===== config.mk =====
export PLATFORM = sky130hd
export DESIGN_NAME = adc_scan_sequencer
export DESIGN_NICKNAME = d
export VERILOG_FILES = /design/src/adc_scan_pkg.sv /design/src/adc_scan_sequencer.sv
export SDC_FILE = /design/constraint.sdc
export NUM_CORES = 1
export LEC_CHECK = 0
export BUFFER_PORTS_ARGS = -buffer_cell sky130_fd_sc_hd__buf_2
export CAP_MARGIN = 20
export CORE_ASPECT_RATIO = 0.7
export CORE_MARGIN = 3
export CORE_UTILIZATION = 61
export CTS_BUF_LIST = sky130_fd_sc_hd__clkbuf_4
export CTS_CLUSTER_DIAMETER = 150
export DETAILED_ROUTE_END_ITERATION = 8
export PLACE_DENSITY_LB_ADDON = 0.25
export RECOVER_POWER = 50
export SYNTH_ARGS = -nofsm -noshare
export SYNTH_HDL_FRONTEND = slang
export SYNTH_SLANG_ARGS = --single-unit
export TNS_END_PERCENT = 10

===== constraint.sdc =====
create_clock -name pclk -period 4.06 [get_ports pclk]
set_clock_uncertainty 0.1 [all_clocks]
set_input_delay 0.406 -clock pclk [delete_from_list [all_inputs] [get_ports pclk]]
set_output_delay 0.406 -clock pclk [all_outputs]
set_load 0.05 [all_outputs]

===== src/adc_scan_pkg.sv =====
// constants, fields and carriers of the a/d scan sequencer
package adc_scan_pkg;
    localparam int PCLK_MHZ = 10;
    localparam int CONVERSION_CLOCK_MHZ = 32;
    localparam int CONV_TIME_NS = 1400;
    localparam int NS_PER_US = 1000;
    localparam int CONV_CONVERSION_CLOCK = (CONV_TIME_NS * CONVERSION_CLOCK_MHZ + NS_PER_US - 1) / NS_PER_US;
    localparam int SLOT_W = 9;
    localparam logic [SLOT_W-1:0] SLOT_ONE = 9'h001;
    localparam logic [SLOT_W-1:0] SLOT_1_1 = SLOT_W'(CONV_CONVERSION_CLOCK);
    localparam logic [SLOT_W-1:0] SLOT_1_2 = SLOT_W'((CONV_CONVERSION_CLOCK + 1) / 2);
    localparam logic [SLOT_W-1:0] SLOT_2_1 = SLOT_W'(CONV_CONVERSION_CLOCK * 2);
    localparam logic [SLOT_W-1:0] SLOT_4_1 = SLOT_W'(CONV_CONVERSION_CLOCK * 4);
    localparam logic [SLOT_W-1:0] SLOT_8_1 = SLOT_W'(CONV_CONVERSION_CLOCK * 8);
    localparam logic [2:0] RATIO_1_1 = 3'h0;
    localparam logic [2:0] RATIO_1_2 = 3'h1;
    localparam logic [2:0] RATIO_2_1 = 3'h2;
    localparam logic [2:0] RATIO_4_1 = 3'h3;
    localparam logic [2:0] RATIO_8_1 = 3'h4;
    localparam logic [2:0] TRG_SW = 3'h0;
    localparam logic [2:0] TRG_TIMER = 3'h1;
    localparam logic [2:0] TRG_ELINK = 3'h2;
    localparam logic [2:0] TRG_PIN = 3'h3;
    localparam int NCH_ANA = 24;
    localparam int NSLOT = 27;
    localparam int NRES = 28;
    localparam int CH_W = 5;
    localparam int DATA_W = 12;
    localparam int RES_W = 16;
    localparam logic [CH_W-1:0] CH_TEMP = 5'h18;
    localparam logic [CH_W-1:0] CH_VREF = 5'h19;
    localparam logic [CH_W-1:0] CH_DIAG = 5'h1A;
    localparam logic [CH_W-1:0] RES_DUP = 5'h1B;
    localparam int REP_W = 4;
    localparam logic [REP_W-1:0] REP_LAST_4 = 4'h3;
    localparam logic [REP_W-1:0] REP_LAST_16 = 4'hF;
    localparam int SHIFT_4 = 2;
    localparam int SHIFT_16 = 4;
    localparam int ADDR_W = 8;
    localparam int WORD_SHIFT = 2;
    localparam logic [ADDR_W-1:0] OFF_CTRL = 8'h00;
    localparam logic [ADDR_W-1:0] OFF_SEL_A = 8'h04;
    localparam logic [ADDR_W-1:0] OFF_SEL_B = 8'h08;
    localparam logic [ADDR_W-1:0] OFF_ADDSEL = 8'h0C;
    localparam logic [ADDR_W-1:0] OFF_STATUS = 8'h10;
    localparam logic [ADDR_W-1:0] OFF_RES = 8'h40;
    localparam int CTRL_W = 26;
    localparam int STAT_W = 9;
    typedef enum logic [1:0] {MODE_SINGLE, MODE_CONT, MODE_GROUP, MODE_RSVD} scan_mode_t;
    typedef struct packed {
        logic [2:0] ratio;
        logic [CH_W-1:0] dbl_chan;
        logic [2:0] trig_b;
        logic [2:0] trig_a;
        logic diag_en;
        logic vref_en;
        logic temp_en;
        logic add_cnt;
        logic avg;
        logic rescan;
        logic prio;
        logic dbl_en;
        scan_mode_t mode;
        logic stop;
        logic start;
    } ctrl_t;
    typedef struct packed {
        logic dbl_ph;
        logic b_pend;
        logic grp_b;
        logic busy;
        logic [CH_W-1:0] chan;
    } status_t;
    typedef struct packed {
        logic start;
        logic [CH_W-1:0] chan;
    } conv_req_t;
endpackage


===== src/adc_scan_sequencer.sv =====
// scan sequencer and result store with apb register access
`timescale 1ns/100ps
`default_nettype none
// How it works
// (RULE1) single scan converts each selected channel once per trigger, then stops
// (RULE2) continuous scan reloads the selection after each pass until stopped
// (RULE3) single scan may add the temperature sensor as an extended input
// (RULE4) single scan may add the internal reference as an extended input
// (RULE5) group scan converts every channel of the triggered group once
// (RULE6) groups a and b have independent trigger source selects
// (RULE7) with priority, a group a trigger aborts group b and starts a
// (RULE8) with rescan, aborted group b restarts from its start after a
// (RULE9) timer pulse unit or event link unit trigger starts conversion
// (RULE10) software start and external pin start are accepted too
// (RULE11) 24 channel results plus duplicate, temperature, reference and diagnostic
// (RULE12) normal results are stored as 12-bit values
// (RULE13) addition mode stores a sum two or four bits wider
// (RULE14) double trigger works in single or group mode on one channel
// (RULE15) first double result to channel register, second to duplicate
// (RULE16) conversion clock ratio 1:1, 1:2, 2:1, 4:1 or 8:1
// (RULE17) each conversion slot is 1.4 us of a 32 MHz conversion clock
// (RULE18) scan end request pulses when a single scan completes
// (RULE19) in double trigger mode the request waits for both scans
// (RULE20) group a end pulses the main request, group b its own
// (RULE21) software picks per channel add or average; the code picks add per channel, average by one ctrl_q.avg bit for all
// (RULE22) channels convert in ascending order, unselected skipped at no cost
// (RULE23) a trigger for a group already scanning is ignored
module adc_scan_sequencer (
    // clock and reset
    input wire logic pclk,
    input wire logic presetn,
    // apb slave
    input wire logic psel,
    input wire logic penable,
    input wire logic pwrite,
    input wire logic [adc_scan_pkg::ADDR_W-1:0] paddr,
    input wire logic [31:0] pwdata,
    output logic [31:0] prdata,
    output logic pready,
    output logic pslverr,
    // start triggers
    input wire logic timer_pulse_unit_trig,
    input wire logic event_link_unit_trig,
    input wire logic external_start_pin_n,
    // converter core
    output adc_scan_pkg::conv_req_t conv_req,
    input wire logic [adc_scan_pkg::DATA_W-1:0] conv_data,
    // scan end requests
    output logic scan_end_irq,
    output logic group_b_scan_end_irq
);
    import adc_scan_pkg::*;

    typedef enum logic [1:0] {ST_IDLE, ST_PICK, ST_CONV} seq_state_t;

    ctrl_t ctrl_q;
    logic [NCH_ANA-1:0] sel_a_q, sel_b_q, addsel_q;
    logic [RES_W-1:0] res_q [NRES];
    seq_state_t st_q;
    logic grp_b_q, b_pend_q, dbl_ph_q;
    logic [NSLOT-1:0] rem_q;
    logic [SLOT_W-1:0] slot_q;
    logic [REP_W-1:0] rep_q;
    logic [RES_W-1:0] acc_q;
    logic pin_s1_q, pin_s2_q, pin_s3_q;
    conv_req_t conv_req_q;
    logic irq_a_q, irq_b_q;
    logic [31:0] prdata_q;
    logic pready_q, pslverr_q;

    function automatic logic [CH_W-1:0] first_set(input logic [NSLOT-1:0] m);
        logic [CH_W-1:0] r;
        r = '0;
        for (int i = NSLOT - 1; i >= 0; i--) begin
            if (m[i]) begin
                r = CH_W'(i);
            end
        end
        return r;
    endfunction

    function automatic logic trig_sel(input logic [2:0] src, input logic tmr,
                                      input logic elk, input logic pin);
        return (src == TRG_TIMER) ? tmr : (src == TRG_ELINK) ? elk :
               (src == TRG_PIN) ? pin : 1'b0;
    endfunction

    function automatic logic [SLOT_W-1:0] slot_len(input logic [2:0] ratio);
        case (ratio)
            RATIO_1_2: return SLOT_1_2;
            RATIO_2_1: return SLOT_2_1;
            RATIO_4_1: return SLOT_4_1;
            RATIO_8_1: return SLOT_8_1;
            default: return SLOT_1_1;
        endcase
    endfunction

    // apb decode
    wire setup_w = psel && !penable;
    wire acc_w = psel && penable && pready_q;
    wire wr_w = acc_w && pwrite && !pslverr_q;
    wire wr_ctrl = wr_w && paddr == OFF_CTRL;
    ctrl_t wctrl;
    assign wctrl = ctrl_t'(pwdata[CTRL_W-1:0]);
    wire sw_start = wr_ctrl && wctrl.start;
    wire sw_stop = wr_ctrl && wctrl.stop;
    wire [ADDR_W-1:0] res_off = paddr - OFF_RES;
    wire [ADDR_W-1:0] res_word = res_off >> WORD_SHIFT;
    wire [CH_W-1:0] res_idx = CH_W'(res_word);
    wire is_res = paddr >= OFF_RES && res_word < ADDR_W'(NRES) && paddr[1:0] == 2'h0;
    wire is_reg = paddr == OFF_CTRL || paddr == OFF_SEL_A || paddr == OFF_SEL_B ||
                  paddr == OFF_ADDSEL || paddr == OFF_STATUS;
    status_t stat_w;
    assign stat_w = '{dbl_ph: dbl_ph_q, b_pend: b_pend_q, grp_b: grp_b_q,
                      busy: st_q != ST_IDLE, chan: conv_req_q.chan};
    wire [31:0] rd_w = (paddr == OFF_CTRL) ? 32'(ctrl_q) :
                       (paddr == OFF_SEL_A) ? 32'(sel_a_q) :
                       (paddr == OFF_SEL_B) ? 32'(sel_b_q) :
                       (paddr == OFF_ADDSEL) ? 32'(addsel_q) :
                       (paddr == OFF_STATUS) ? 32'(stat_w) :
                       is_res ? 32'(res_q[res_idx]) : 32'h0000_0000;

    // apb answer one cycle after setup, no wait states
    always_ff @(posedge pclk or negedge presetn) begin
        if (!presetn) begin
            pready_q <= 1'b0;
            pslverr_q <= 1'b0;
            prdata_q <= 32'h0000_0000;
        end else begin
            pready_q <= setup_w;
            pslverr_q <= setup_w && !(is_reg || is_res);
            prdata_q <= setup_w ? rd_w : 32'h0000_0000;
        end
    end

    // start and stop are strobes and never stored
    always_ff @(posedge pclk or negedge presetn) begin
        if (!presetn) begin
            ctrl_q <= '0;
            sel_a_q <= '0;
            sel_b_q <= '0;
            addsel_q <= '0;
        end else if (wr_w) begin
            if (paddr == OFF_CTRL) begin
                ctrl_q <= ctrl_t'({wctrl[CTRL_W-1:2], 2'h0});
            end
            if (paddr == OFF_SEL_A) begin
                sel_a_q <= pwdata[NCH_ANA-1:0];
            end
            if (paddr == OFF_SEL_B) begin
                sel_b_q <= pwdata[NCH_ANA-1:0];
            end
            if (paddr == OFF_ADDSEL) begin
                addsel_q <= pwdata[NCH_ANA-1:0];
            end
        end
    end

    // external pin is asynchronous, active low start on falling edge
    always_ff @(posedge pclk or negedge presetn) begin
        if (!presetn) begin
            pin_s1_q <= 1'b1;
            pin_s2_q <= 1'b1;
            pin_s3_q <= 1'b1;
        end else begin
            pin_s1_q <= external_start_pin_n;
            pin_s2_q <= pin_s1_q;
            pin_s3_q <= pin_s2_q;
        end
    end
    wire pin_edge = pin_s3_q && !pin_s2_q; // [RULE10]

    // trigger and selection decode
    wire grp_mode = ctrl_q.mode == MODE_GROUP;
    wire single_mode = ctrl_q.mode == MODE_SINGLE || ctrl_q.mode == MODE_RSVD;
    wire dbl_on = ctrl_q.dbl_en && !(ctrl_q.mode == MODE_CONT); // [RULE14]
    wire trig_a = sw_start ||
        trig_sel(ctrl_q.trig_a, timer_pulse_unit_trig, event_link_unit_trig, pin_edge); // [RULE9] [RULE10]
    wire trig_b = grp_mode &&
        trig_sel(ctrl_q.trig_b, timer_pulse_unit_trig, event_link_unit_trig, pin_edge); // [RULE6]
    wire [2:0] ext_w = single_mode ? {ctrl_q.diag_en, ctrl_q.vref_en, ctrl_q.temp_en} : 3'h0; // [RULE3] [RULE4]
    wire [NSLOT-1:0] dbl_mask = NSLOT'(1) << ctrl_q.dbl_chan;
    wire [NSLOT-1:0] mask_a = dbl_on ? dbl_mask : {ext_w, sel_a_q}; // [RULE1] [RULE5] [RULE14]
    wire [NSLOT-1:0] mask_b = {3'h0, sel_b_q}; // [RULE5]
    wire preempt = st_q != ST_IDLE && grp_b_q && grp_mode && ctrl_q.prio && trig_a; // [RULE7]
    wire fin = st_q == ST_PICK && rem_q == '0;
    wire fin_a = fin && !grp_b_q && ctrl_q.mode != MODE_CONT;
    wire fin_a_wait = fin_a && dbl_on && !dbl_ph_q;

    // accumulation and result selection
    wire cur_ana = conv_req_q.chan < CH_W'(NCH_ANA);
    wire add_on = cur_ana && addsel_q[conv_req_q.chan];
    wire [REP_W-1:0] rep_last = ctrl_q.add_cnt ? REP_LAST_16 : REP_LAST_4;
    wire [RES_W-1:0] sum_w = acc_q + RES_W'(conv_data);
    wire [RES_W-1:0] avg_w = ctrl_q.add_cnt ? (sum_w >> SHIFT_16) : (sum_w >> SHIFT_4);
    wire slot_end = st_q == ST_CONV && slot_q == SLOT_ONE;
    wire again = slot_end && add_on && rep_q != rep_last;
    wire res_we = slot_end && !again;
    wire [RES_W-1:0] res_wd = !add_on ? RES_W'(conv_data) : // [RULE12]
                              ctrl_q.avg ? avg_w : sum_w; // [RULE13] [RULE21]
    wire to_dup = dbl_on && dbl_ph_q && !grp_b_q && conv_req_q.chan == ctrl_q.dbl_chan;
    wire [CH_W-1:0] res_wi = to_dup ? RES_DUP : conv_req_q.chan; // [RULE15]

    // sequencer
    always_ff @(posedge pclk or negedge presetn) begin
        if (!presetn) begin
            st_q <= ST_IDLE;
            grp_b_q <= 1'b0;
            b_pend_q <= 1'b0;
            dbl_ph_q <= 1'b0;
            rem_q <= '0;
            slot_q <= '0;
            rep_q <= '0;
            acc_q <= '0;
            conv_req_q <= '0;
            irq_a_q <= 1'b0;
            irq_b_q <= 1'b0;
        end else begin
            conv_req_q.start <= 1'b0;
            irq_a_q <= 1'b0;
            irq_b_q <= 1'b0;
            if (sw_stop) begin
                st_q <= ST_IDLE; // [RULE2]
                b_pend_q <= 1'b0;
                dbl_ph_q <= 1'b0;
            end else if (preempt) begin
                // in-flight group b result is dropped, not stored
                rem_q <= mask_a; // [RULE7]
                grp_b_q <= 1'b0;
                b_pend_q <= ctrl_q.rescan; // [RULE8]
                st_q <= ST_PICK;
            end else begin
                case (st_q)
                    ST_IDLE: begin
                        // triggers act from idle, apart from the group a preempt above [RULE23]
                        if (trig_a) begin
                            rem_q <= mask_a;
                            grp_b_q <= 1'b0;
                            st_q <= ST_PICK;
                        end else if (trig_b) begin
                            rem_q <= mask_b;
                            grp_b_q <= 1'b1;
                            st_q <= ST_PICK;
                        end
                    end
                    ST_PICK: begin
                        if (rem_q != '0) begin
                            conv_req_q.chan <= first_set(rem_q); // [RULE22]
                            conv_req_q.start <= 1'b1;
                            slot_q <= slot_len(ctrl_q.ratio); // [RULE16] [RULE17]
                            rep_q <= '0;
                            acc_q <= '0;
                            st_q <= ST_CONV;
                        end else if (ctrl_q.mode == MODE_CONT) begin
                            rem_q <= mask_a; // [RULE2]
                        end else if (grp_b_q) begin
                            irq_b_q <= 1'b1; // [RULE20]
                            grp_b_q <= 1'b0;
                            st_q <= ST_IDLE;
                        end else if (fin_a_wait) begin
                            dbl_ph_q <= 1'b1; // [RULE19]
                            st_q <= ST_IDLE;
                        end else begin
                            dbl_ph_q <= 1'b0;
                            irq_a_q <= 1'b1; // [RULE18] [RULE19] [RULE20]
                            if (b_pend_q && grp_mode) begin
                                rem_q <= mask_b; // [RULE8]
                                grp_b_q <= 1'b1;
                                b_pend_q <= 1'b0;
                            end else begin
                                st_q <= ST_IDLE; // [RULE1]
                            end
                        end
                    end
                    ST_CONV: begin
                        slot_q <= slot_q - SLOT_ONE;
                        if (again) begin
                            acc_q <= sum_w; // [RULE13]
                            rep_q <= rep_q + REP_W'(1);
                            conv_req_q.start <= 1'b1;
                            slot_q <= slot_len(ctrl_q.ratio);
                        end else if (slot_end) begin
                            rem_q[conv_req_q.chan] <= 1'b0;
                            st_q <= ST_PICK;
                        end
                    end
                    default: st_q <= ST_IDLE;
                endcase
            end
        end
    end

    // result store, 16-bit words, zero above the data
    always_ff @(posedge pclk or negedge presetn) begin
        if (!presetn) begin
            for (int i = 0; i < NRES; i++) begin
                res_q[i] <= '0; // [RULE11]
            end
        end else if (res_we && !sw_stop && !preempt) begin
            res_q[res_wi] <= res_wd;
        end
    end

    assign prdata = prdata_q;
    assign pready = pready_q;
    assign pslverr = pslverr_q;
    assign conv_req = conv_req_q;
    assign scan_end_irq = irq_a_q;
    assign group_b_scan_end_irq = irq_b_q;
endmodule
`default_nettype wire


==> run_results.csv, run 1 <==
group,metric,value,unit
clock_network,clk_pin_slew_worst_paths,70,ps
timing,period_needed,3830,ps
final_layout,fin_nets,3078,
power_and_ir_drop,power_density,382,nW/um^2
logic_synthesis,netlist_area,31800,um^2
floorplanning,die_height,197,um
timing,holdWs,82.9,ps
detailed_routing,dr.max_layer_used,"met4",
placed_design,io_buffers,89,
detailed_routing,drtIter0Drc,3126,
clock_network,clkLatencyLatePin,910,ps
placed_design,globalplace.congestion,0.995,
run_status,status,"finished, violations left",
logic_synthesis,synth-main-ff-cell,"dfrtp_1",
logic_synthesis,postSynthCellCount,2776,
floorplanning,num_io_pins,102,
timing,slew_viol_final,136,
detailed_routing,finalWirelength,96300,um
final_layout,fillers,3714,
clock_network,cts_tree,"built",
worst_setup_path,reg2reg_from,"slot_q[4]$_DFFE_PN0P_",
worst_setup_path,cp.required,4700,ps
run_status,failed_checks,"capacitance limit, slew limit",
floorplanning,dieWidth,279,um
power_and_ir_drop,switching_share,29.1,%
detailed_routing,viasPerCell,6.60,
floorplanning,die-area,55000,um^2
floorplanning,start_util,62.2,%
worst_setup_path,worstSetupStartpoint,"slot_q[4]$_DFFE_PN0P_",
detailed_routing,first_pass_iters,7,
detailed_routing,ant_nets,0,
worst_setup_path,worst_setup_path_end_kind,"flop",
detailed_routing,dr_wl_met2,40600,um
grt,grt_pass1_vias,24700,
logic_synthesis,synth_top_area_share,50.4,%
logic_synthesis,yosys.area.top_type,"dfrtp_1",
worst_setup_path,critPathLaunchType,"flop",
logic_synthesis,synth-seq-area-share,50.6,%
placed_design,place_inst,3471,
job,cap_violations,2,
final_layout,syn_to_final_growth,12.2,%
clock_network,htree_levels,4,
floorplanning,coreArea,51200,um^2
timing,hold_violations,0,
detailed_routing,num_vias,24900,
power_and_ir_drop,combinationalPowerShare,12.8,%
timing,finalSetupTns,0,ps
clock_network,cts_buffer_depth,3,
grt,grt_max_degree,111,
clock_network,root_buffer,"clkbuf_4",
logic_synthesis,synth_edf_count,0,
grt,grt_pass1_wl,148000,um
timing,rsz0062_at_grt,"false",
power_and_ir_drop,ir_drop,0.367,mV
floorplanning,num_rows,69,
clock_network,cts_setup_buffers,0,
clock_network,cts_buffers,154,
detailed_routing,drc,0,
worst_setup_path,cp_max_fo,24,
logic_synthesis,syn_avg_cell_area,11.5,um^2
hold_path,hp-class,"input port to flop",
logic_synthesis,yosys_warnings,0,
grt,overflow,0,
detailed_routing,dr_wl_met3,12200,um
logic_synthesis,async_flop_share,100,%
logic_synthesis,synth_most_common_cell,"dfrtp_1",
power_and_ir_drop,leakagePower,16.6,nW
detailed_routing,wl_met1,40800,um
detailed_routing,wl_per_cell,25.5,um
worst_setup_path,crit_type,"flop to flop",
final_layout,drive_above_1_share,30.5,%
clock_network,clock-sinks,644,
final_layout,final_cells,3772,
timing,setup_viol,0,
logic_synthesis,synth.area.top_cells,"dfrtp_1, mux2_2, mux4_2",
worst_setup_path,arrival,4470,ps
power_and_ir_drop,internal_power,9.67,mW
timing,fmax,261,MHz
grt,antenna_found_initial,2,
hold_path,min_from,"paddr[1]",
grt,track_usage,35.5,%
power_and_ir_drop,p_clk_share,39.1,%
placed_design,place_hpwl,66200,um
timing,relSlewSlack,-103,%
power_and_ir_drop,seq_power_share,48.1,%
logic_synthesis,synth-seq-cells,644,
timing,tightestPinTransition,3050,ps
logic_synthesis,synth_common_cells,"dfrtp_1, nand2_1, o21ai_0, mux2_2, clkbuf_1",
logic_synthesis,synth_cell_types,91,
timing,finalCritPeriodShare,94.3,%
power_and_ir_drop,switching_power,3.97,mW
-- cell type report --
cell class              instances  area (um^2)  share of cell area (%)
multi-input cells            1887        14800                    41.3
repair buffers                260         1920                    5.38
clock inverters                27          174                   0.487
flip-flops and latches        644        16100                    45.1
diodes                          4         10.0                  0.0280
inverters                      46          173                   0.483
well taps                     674          843                    2.36
clock buffers                 230         1730                    4.83
-- critical path, stage by stage (launching register included) --
cell	delay, ps
dfrtp_1	450
nor4_1	450
nand4_1	330
nor2_1	440
o211a_1	600
buf_4	380
nand3_1	530
nand2_1	250
o21ai_0	120
-- layer usage --
metal,up-vias,track usage [%]
met4,0,10.4
met3,209,11.9
met5,-,0
li1,10700,-
met1,12500,53.2
met2,1464,49.5
-- stage by stage --
step | power, mW | setup WS (ps) | utilization, % | instance area (um^2)
finish | 13.6 | 231 | 69.8 | 35700
global route | 14.2 | 52.2 | 69.8 | 35700
CTS | 13.7 | 210 | 69.8 | 35700
detailed placement | 8.34 | 136 | 65.4 | 33500
global placement | 8.31 | 314 | 65.4 | 33500
floorplan | 7.64 | 679 | - | 31900
-- kinds of logic after synthesis --
kind of cell               synth area share [%]
DFF                                        50.6
and+or+nand+nor                            11.6
adders and majority gates                  1.01
AOI/OAI and AO/OA                          12.0
buffers and inverters                      3.20
other                                    0.0118
xor gates and xnor gates                  0.385
muxes                                      21.1
-- cell usage in the layout (no fill, tap or decap), types with 38 or more instances in the layout --
cell	netlist	layout
nor2_1	108	108
nand2_1	354	354
clkbuf_4	0	231
inv_1	45	45
dfrtp_1	641	641
o21ai_0	300	300
dlygate4sd3_1	0	38
mux4_2	139	139
mux2_2	289	289
nor3_1	79	79
buf_2	23	84
buf_4	9	115
a21oi_1	65	64
nand3_1	57	57
-- power by group through the flow --
stage / combinational (mW) / clock, mW / sequential (mW)
after floorplan: 0.930 / 0 / 6.71
after global placement: 1.63 / 0 / 6.68
after detailed placement: 1.66 / 0 / 6.68
after CTS: 1.70 / 5.42 / 6.56
after global routing: 1.85 / 5.77 / 6.57
final: 1.74 / 5.33 / 6.57
-- final timing paths --
check | cells after the start | endpoint | slack (ps)
hold reg to reg | 0 | pin_s2_q$_DFF_PN1_ | 260
min in group asynchronous | 2 | res_q[377]$_DFFE_PN0P_ | 880
hold / removal | 4 | pslverr$_DFF_PN0_ | 80
max in group asynchronous | 3 | res_q[321]$_DFFE_PN0P_ | 620
setup / recovery | 8 | res_q[320]$_DFFE_PN0P_ | 230
setup reg to reg | 8 | res_q[320]$_DFFE_PN0P_ | 230
-- sequential cells by signal, indices dropped and copies added, names as in the netlist, 2 cells and up --
signal / count
acc_q: 16
addsel_q: 24
conv_req: 6
ctrl_q: 24
prdata: 26
rem_q: 27
rep_q: 4
res_q: 448
sel_a_q: 24
sel_b_q: 24
slot_q: 9
st_q: 2
-- repair_timing --
action	in CTS	in global routing
endpoints found under the hold margin	232	0
hold buffers	38	0
setup endpoints to repair	0	11
resized for setup	0	1
No activity file was read; power rests on OpenSTA's default activity.
==> run 2, diff against run 1 <==
Settings changed: CTS_BUF_LIST sky130_fd_sc_hd__clkbuf_4 to sky130_fd_sc_hd__clkbuf_8.
==> run 2 against run 1 <==
Effect of this change:
- the run still ends with capacitance limit, slew limit left
- routed wire length decreased by 0.58%
- sequential power about the same
- critical path depth decreased by 1
- die area unchanged
- combinational power about the same
- setup slack improved by 38 ps
- non-clock buffer count decreased by 9
- utilization about the same
==> run_results.csv, run 2 (synthesized netlist as in run 1, its figures left out) <==
group,metric,value,unit
run_status,status,"finished, violations left",
placed_design,dpl_cell_area,33500,um^2
timing,finalSetupTns,0,ps
run_status,failed_checks,"capacitance limit, slew limit",
detailed_routing,drtIter0Drc,3165,
timing,rsz0062_at_grt,"false",
timing,setup_ws,269,ps
grt,grt_pass1_vias,24200,
worst_setup_path,cp_max_fo,24,
timing,relSlewSlack,-107,%
detailed_routing,first_pass_iters,9,
final_layout,final_cell_mix,"dfrtp_1, nand2_1, o21ai_0, mux2_2, mux4_2",
detailed_routing,finalWirelength,95700,um
detailed_routing,wl_per_cell,26.0,um
timing,slew_viol_final,134,
floorplanning,start_util,62.2,%
final_layout,regMostFlops,"res_q",
placed_design,globalplace.congestion,0.995,
grt,grt_max_degree,111,
job,cap_violations,2,
grt,grt_pass1_wl,147000,um
grt,track_usage,35.3,%
final_layout,drive_above_1_share,28.0,%
final_layout,final_common_cell,"dfrtp_1",
worst_setup_path,worst_setup_path_end_kind,"flop",
placed_design,io_buffers,89,
worst_setup_path,critPathLaunchType,"flop",
detailed_routing,num_vias,24700,
floorplanning,coreArea,51200,um^2
floorplanning,die_height,197,um
clock_network,cts_tree,"built",
hold_path,hp-class,"input port to flop",
clock_network,root_buffer,"clkbuf_8",
detailed_routing,viasPerCell,6.71,
timing,setup_viol,0,
timing,holdWs,131,ps
power_and_ir_drop,leakagePower,16.5,nW
clock_network,clk_pin_slew_worst_paths,60,ps
floorplanning,die-area,55000,um^2
detailed_routing,ant_nets,0,
clock_network,clkLatencyLatePin,730,ps
worst_setup_path,arrival,4290,ps
final_layout,syn_to_final_growth,12.3,%
timing,tightestPinTransition,3110,ps
final_layout,largest_reg_flops,448,
placed_design,place_hpwl,66200,um
worst_setup_path,cp.required,4560,ps
clock_network,cts_setup_buffers,0,
clock_network,htree_levels,3,
timing,fmax,264,MHz
detailed_routing,drc,0,
grt,antenna_found_initial,2,
power_and_ir_drop,ir_drop,0.338,mV
floorplanning,num_io_pins,102,
clock_network,cts_buffers,97,
clock_network,clock-sinks,644,
final_layout,fin_area,35700,um^2
power_and_ir_drop,power_density,386,nW/um^2
grt,overflow,0,
worst_setup_path,crit_type,"flop to flop",
final_layout,fillers,3695,
floorplanning,dieWidth,279,um
final_layout,fin_nets,3012,
timing,finalCritPeriodShare,93.4,%
timing,period_needed,3790,ps
floorplanning,num_rows,69,
clock_network,cts_buffer_depth,3,
timing,hold_violations,0,
placed_design,place_ws,136,ps
[run 2: cell count changes in the layout (fill, tap and decap cells not counted), moves of 2 or more]
cell | previous run | this run
dlygate4sd3_1 | 38 | 29
clkinv_2 | 1 | 10
clkinv_4 | 2 | 0
inv_1 | 45 | 79
diode_2 | 4 | 2
inv_2 | 4 | 0
buf_2 | 84 | 82
clkbuf_8 | 0 | 122
clkinv_1 | 17 | 1
clkbuf_1 | 5 | 9
buf_12 | 8 | 10
clkbuf_4 | 231 | 0
clkinvlp_4 | 1 | 4
[run 2: routing by layer]
metal / vias up / track usage [%] / wire (um)
li1: 10500 / - / -
met1: 12500 / 54.2 / 40700
met2: 1463 / 49.6 / 40600
met3: 227 / 9.71 / 11600
met4: 2 / 10.6 / 2800
met5: - / 0 / 13
[run 2: timing repair]
action,CTS,global route
hold endpoints to repair,198,0
endpoints found under the setup margin,0,10
hold buffers,29,0
gates resized for setup,0,1
[run 2: area by class of cell]
type / instances / area, um^2 / area share, %
antenna: 2 / 5.00 / 0.0140
multi-input combinational: 1887 / 14800 / 41.3
inverter: 46 / 173 / 0.483
tap: 674 / 843 / 2.36
timing repair buffer: 251 / 1860 / 5.20
clock inverter: 53 / 312 / 0.872
clock buffer: 122 / 1680 / 4.70
sequential: 644 / 16100 / 45.1
[run 2: worst max-delay path: stages, from the launching register on]
cell and delay, ps:
dfrtp_1 450, nor4_1 440, nand4_1 330, nor2_1 450, o211a_1 610, buf_4 380, nand3_1 530, o21ai_0 410
[run 2: worst paths after layout]
kind,startpoint,to,slack (ps),depth (start not counted)
min in group asynchronous,presetn,res_q[361]$_DFFE_PN0P_,1120,2
min,conv_data[8],res_q[56]$_DFFE_PN0P_,130,4
max reg2reg,slot_q[4]$_DFFE_PN0P_,res_q[356]$_DFFE_PN0P_,270,7
max,slot_q[4]$_DFFE_PN0P_,res_q[356]$_DFFE_PN0P_,270,7
max in group asynchronous,presetn,rem_q[11]$_DFFE_PN0P_,670,3
min reg2reg,pin_s1_q$_DFF_PN1_,pin_s2_q$_DFF_PN1_,260,0
[run 2: metrics by stage]
stage	cells	util, %	power (mW)
after floorplan	2781	-	7.64
after global placement	3471	65.4	8.31
after detailed placement	3471	65.4	8.34
after CTS	3675	69.8	13.8
after global routing	3677	69.8	14.3
final	3679	69.8	13.8
[run 2: report_power, final]
part           leakage, nW  switching, mW  internal (mW)
Combinational         6.47           1.25          0.488
Clock                 1.15           2.64           2.84
Sequential            8.93         0.0860           6.48
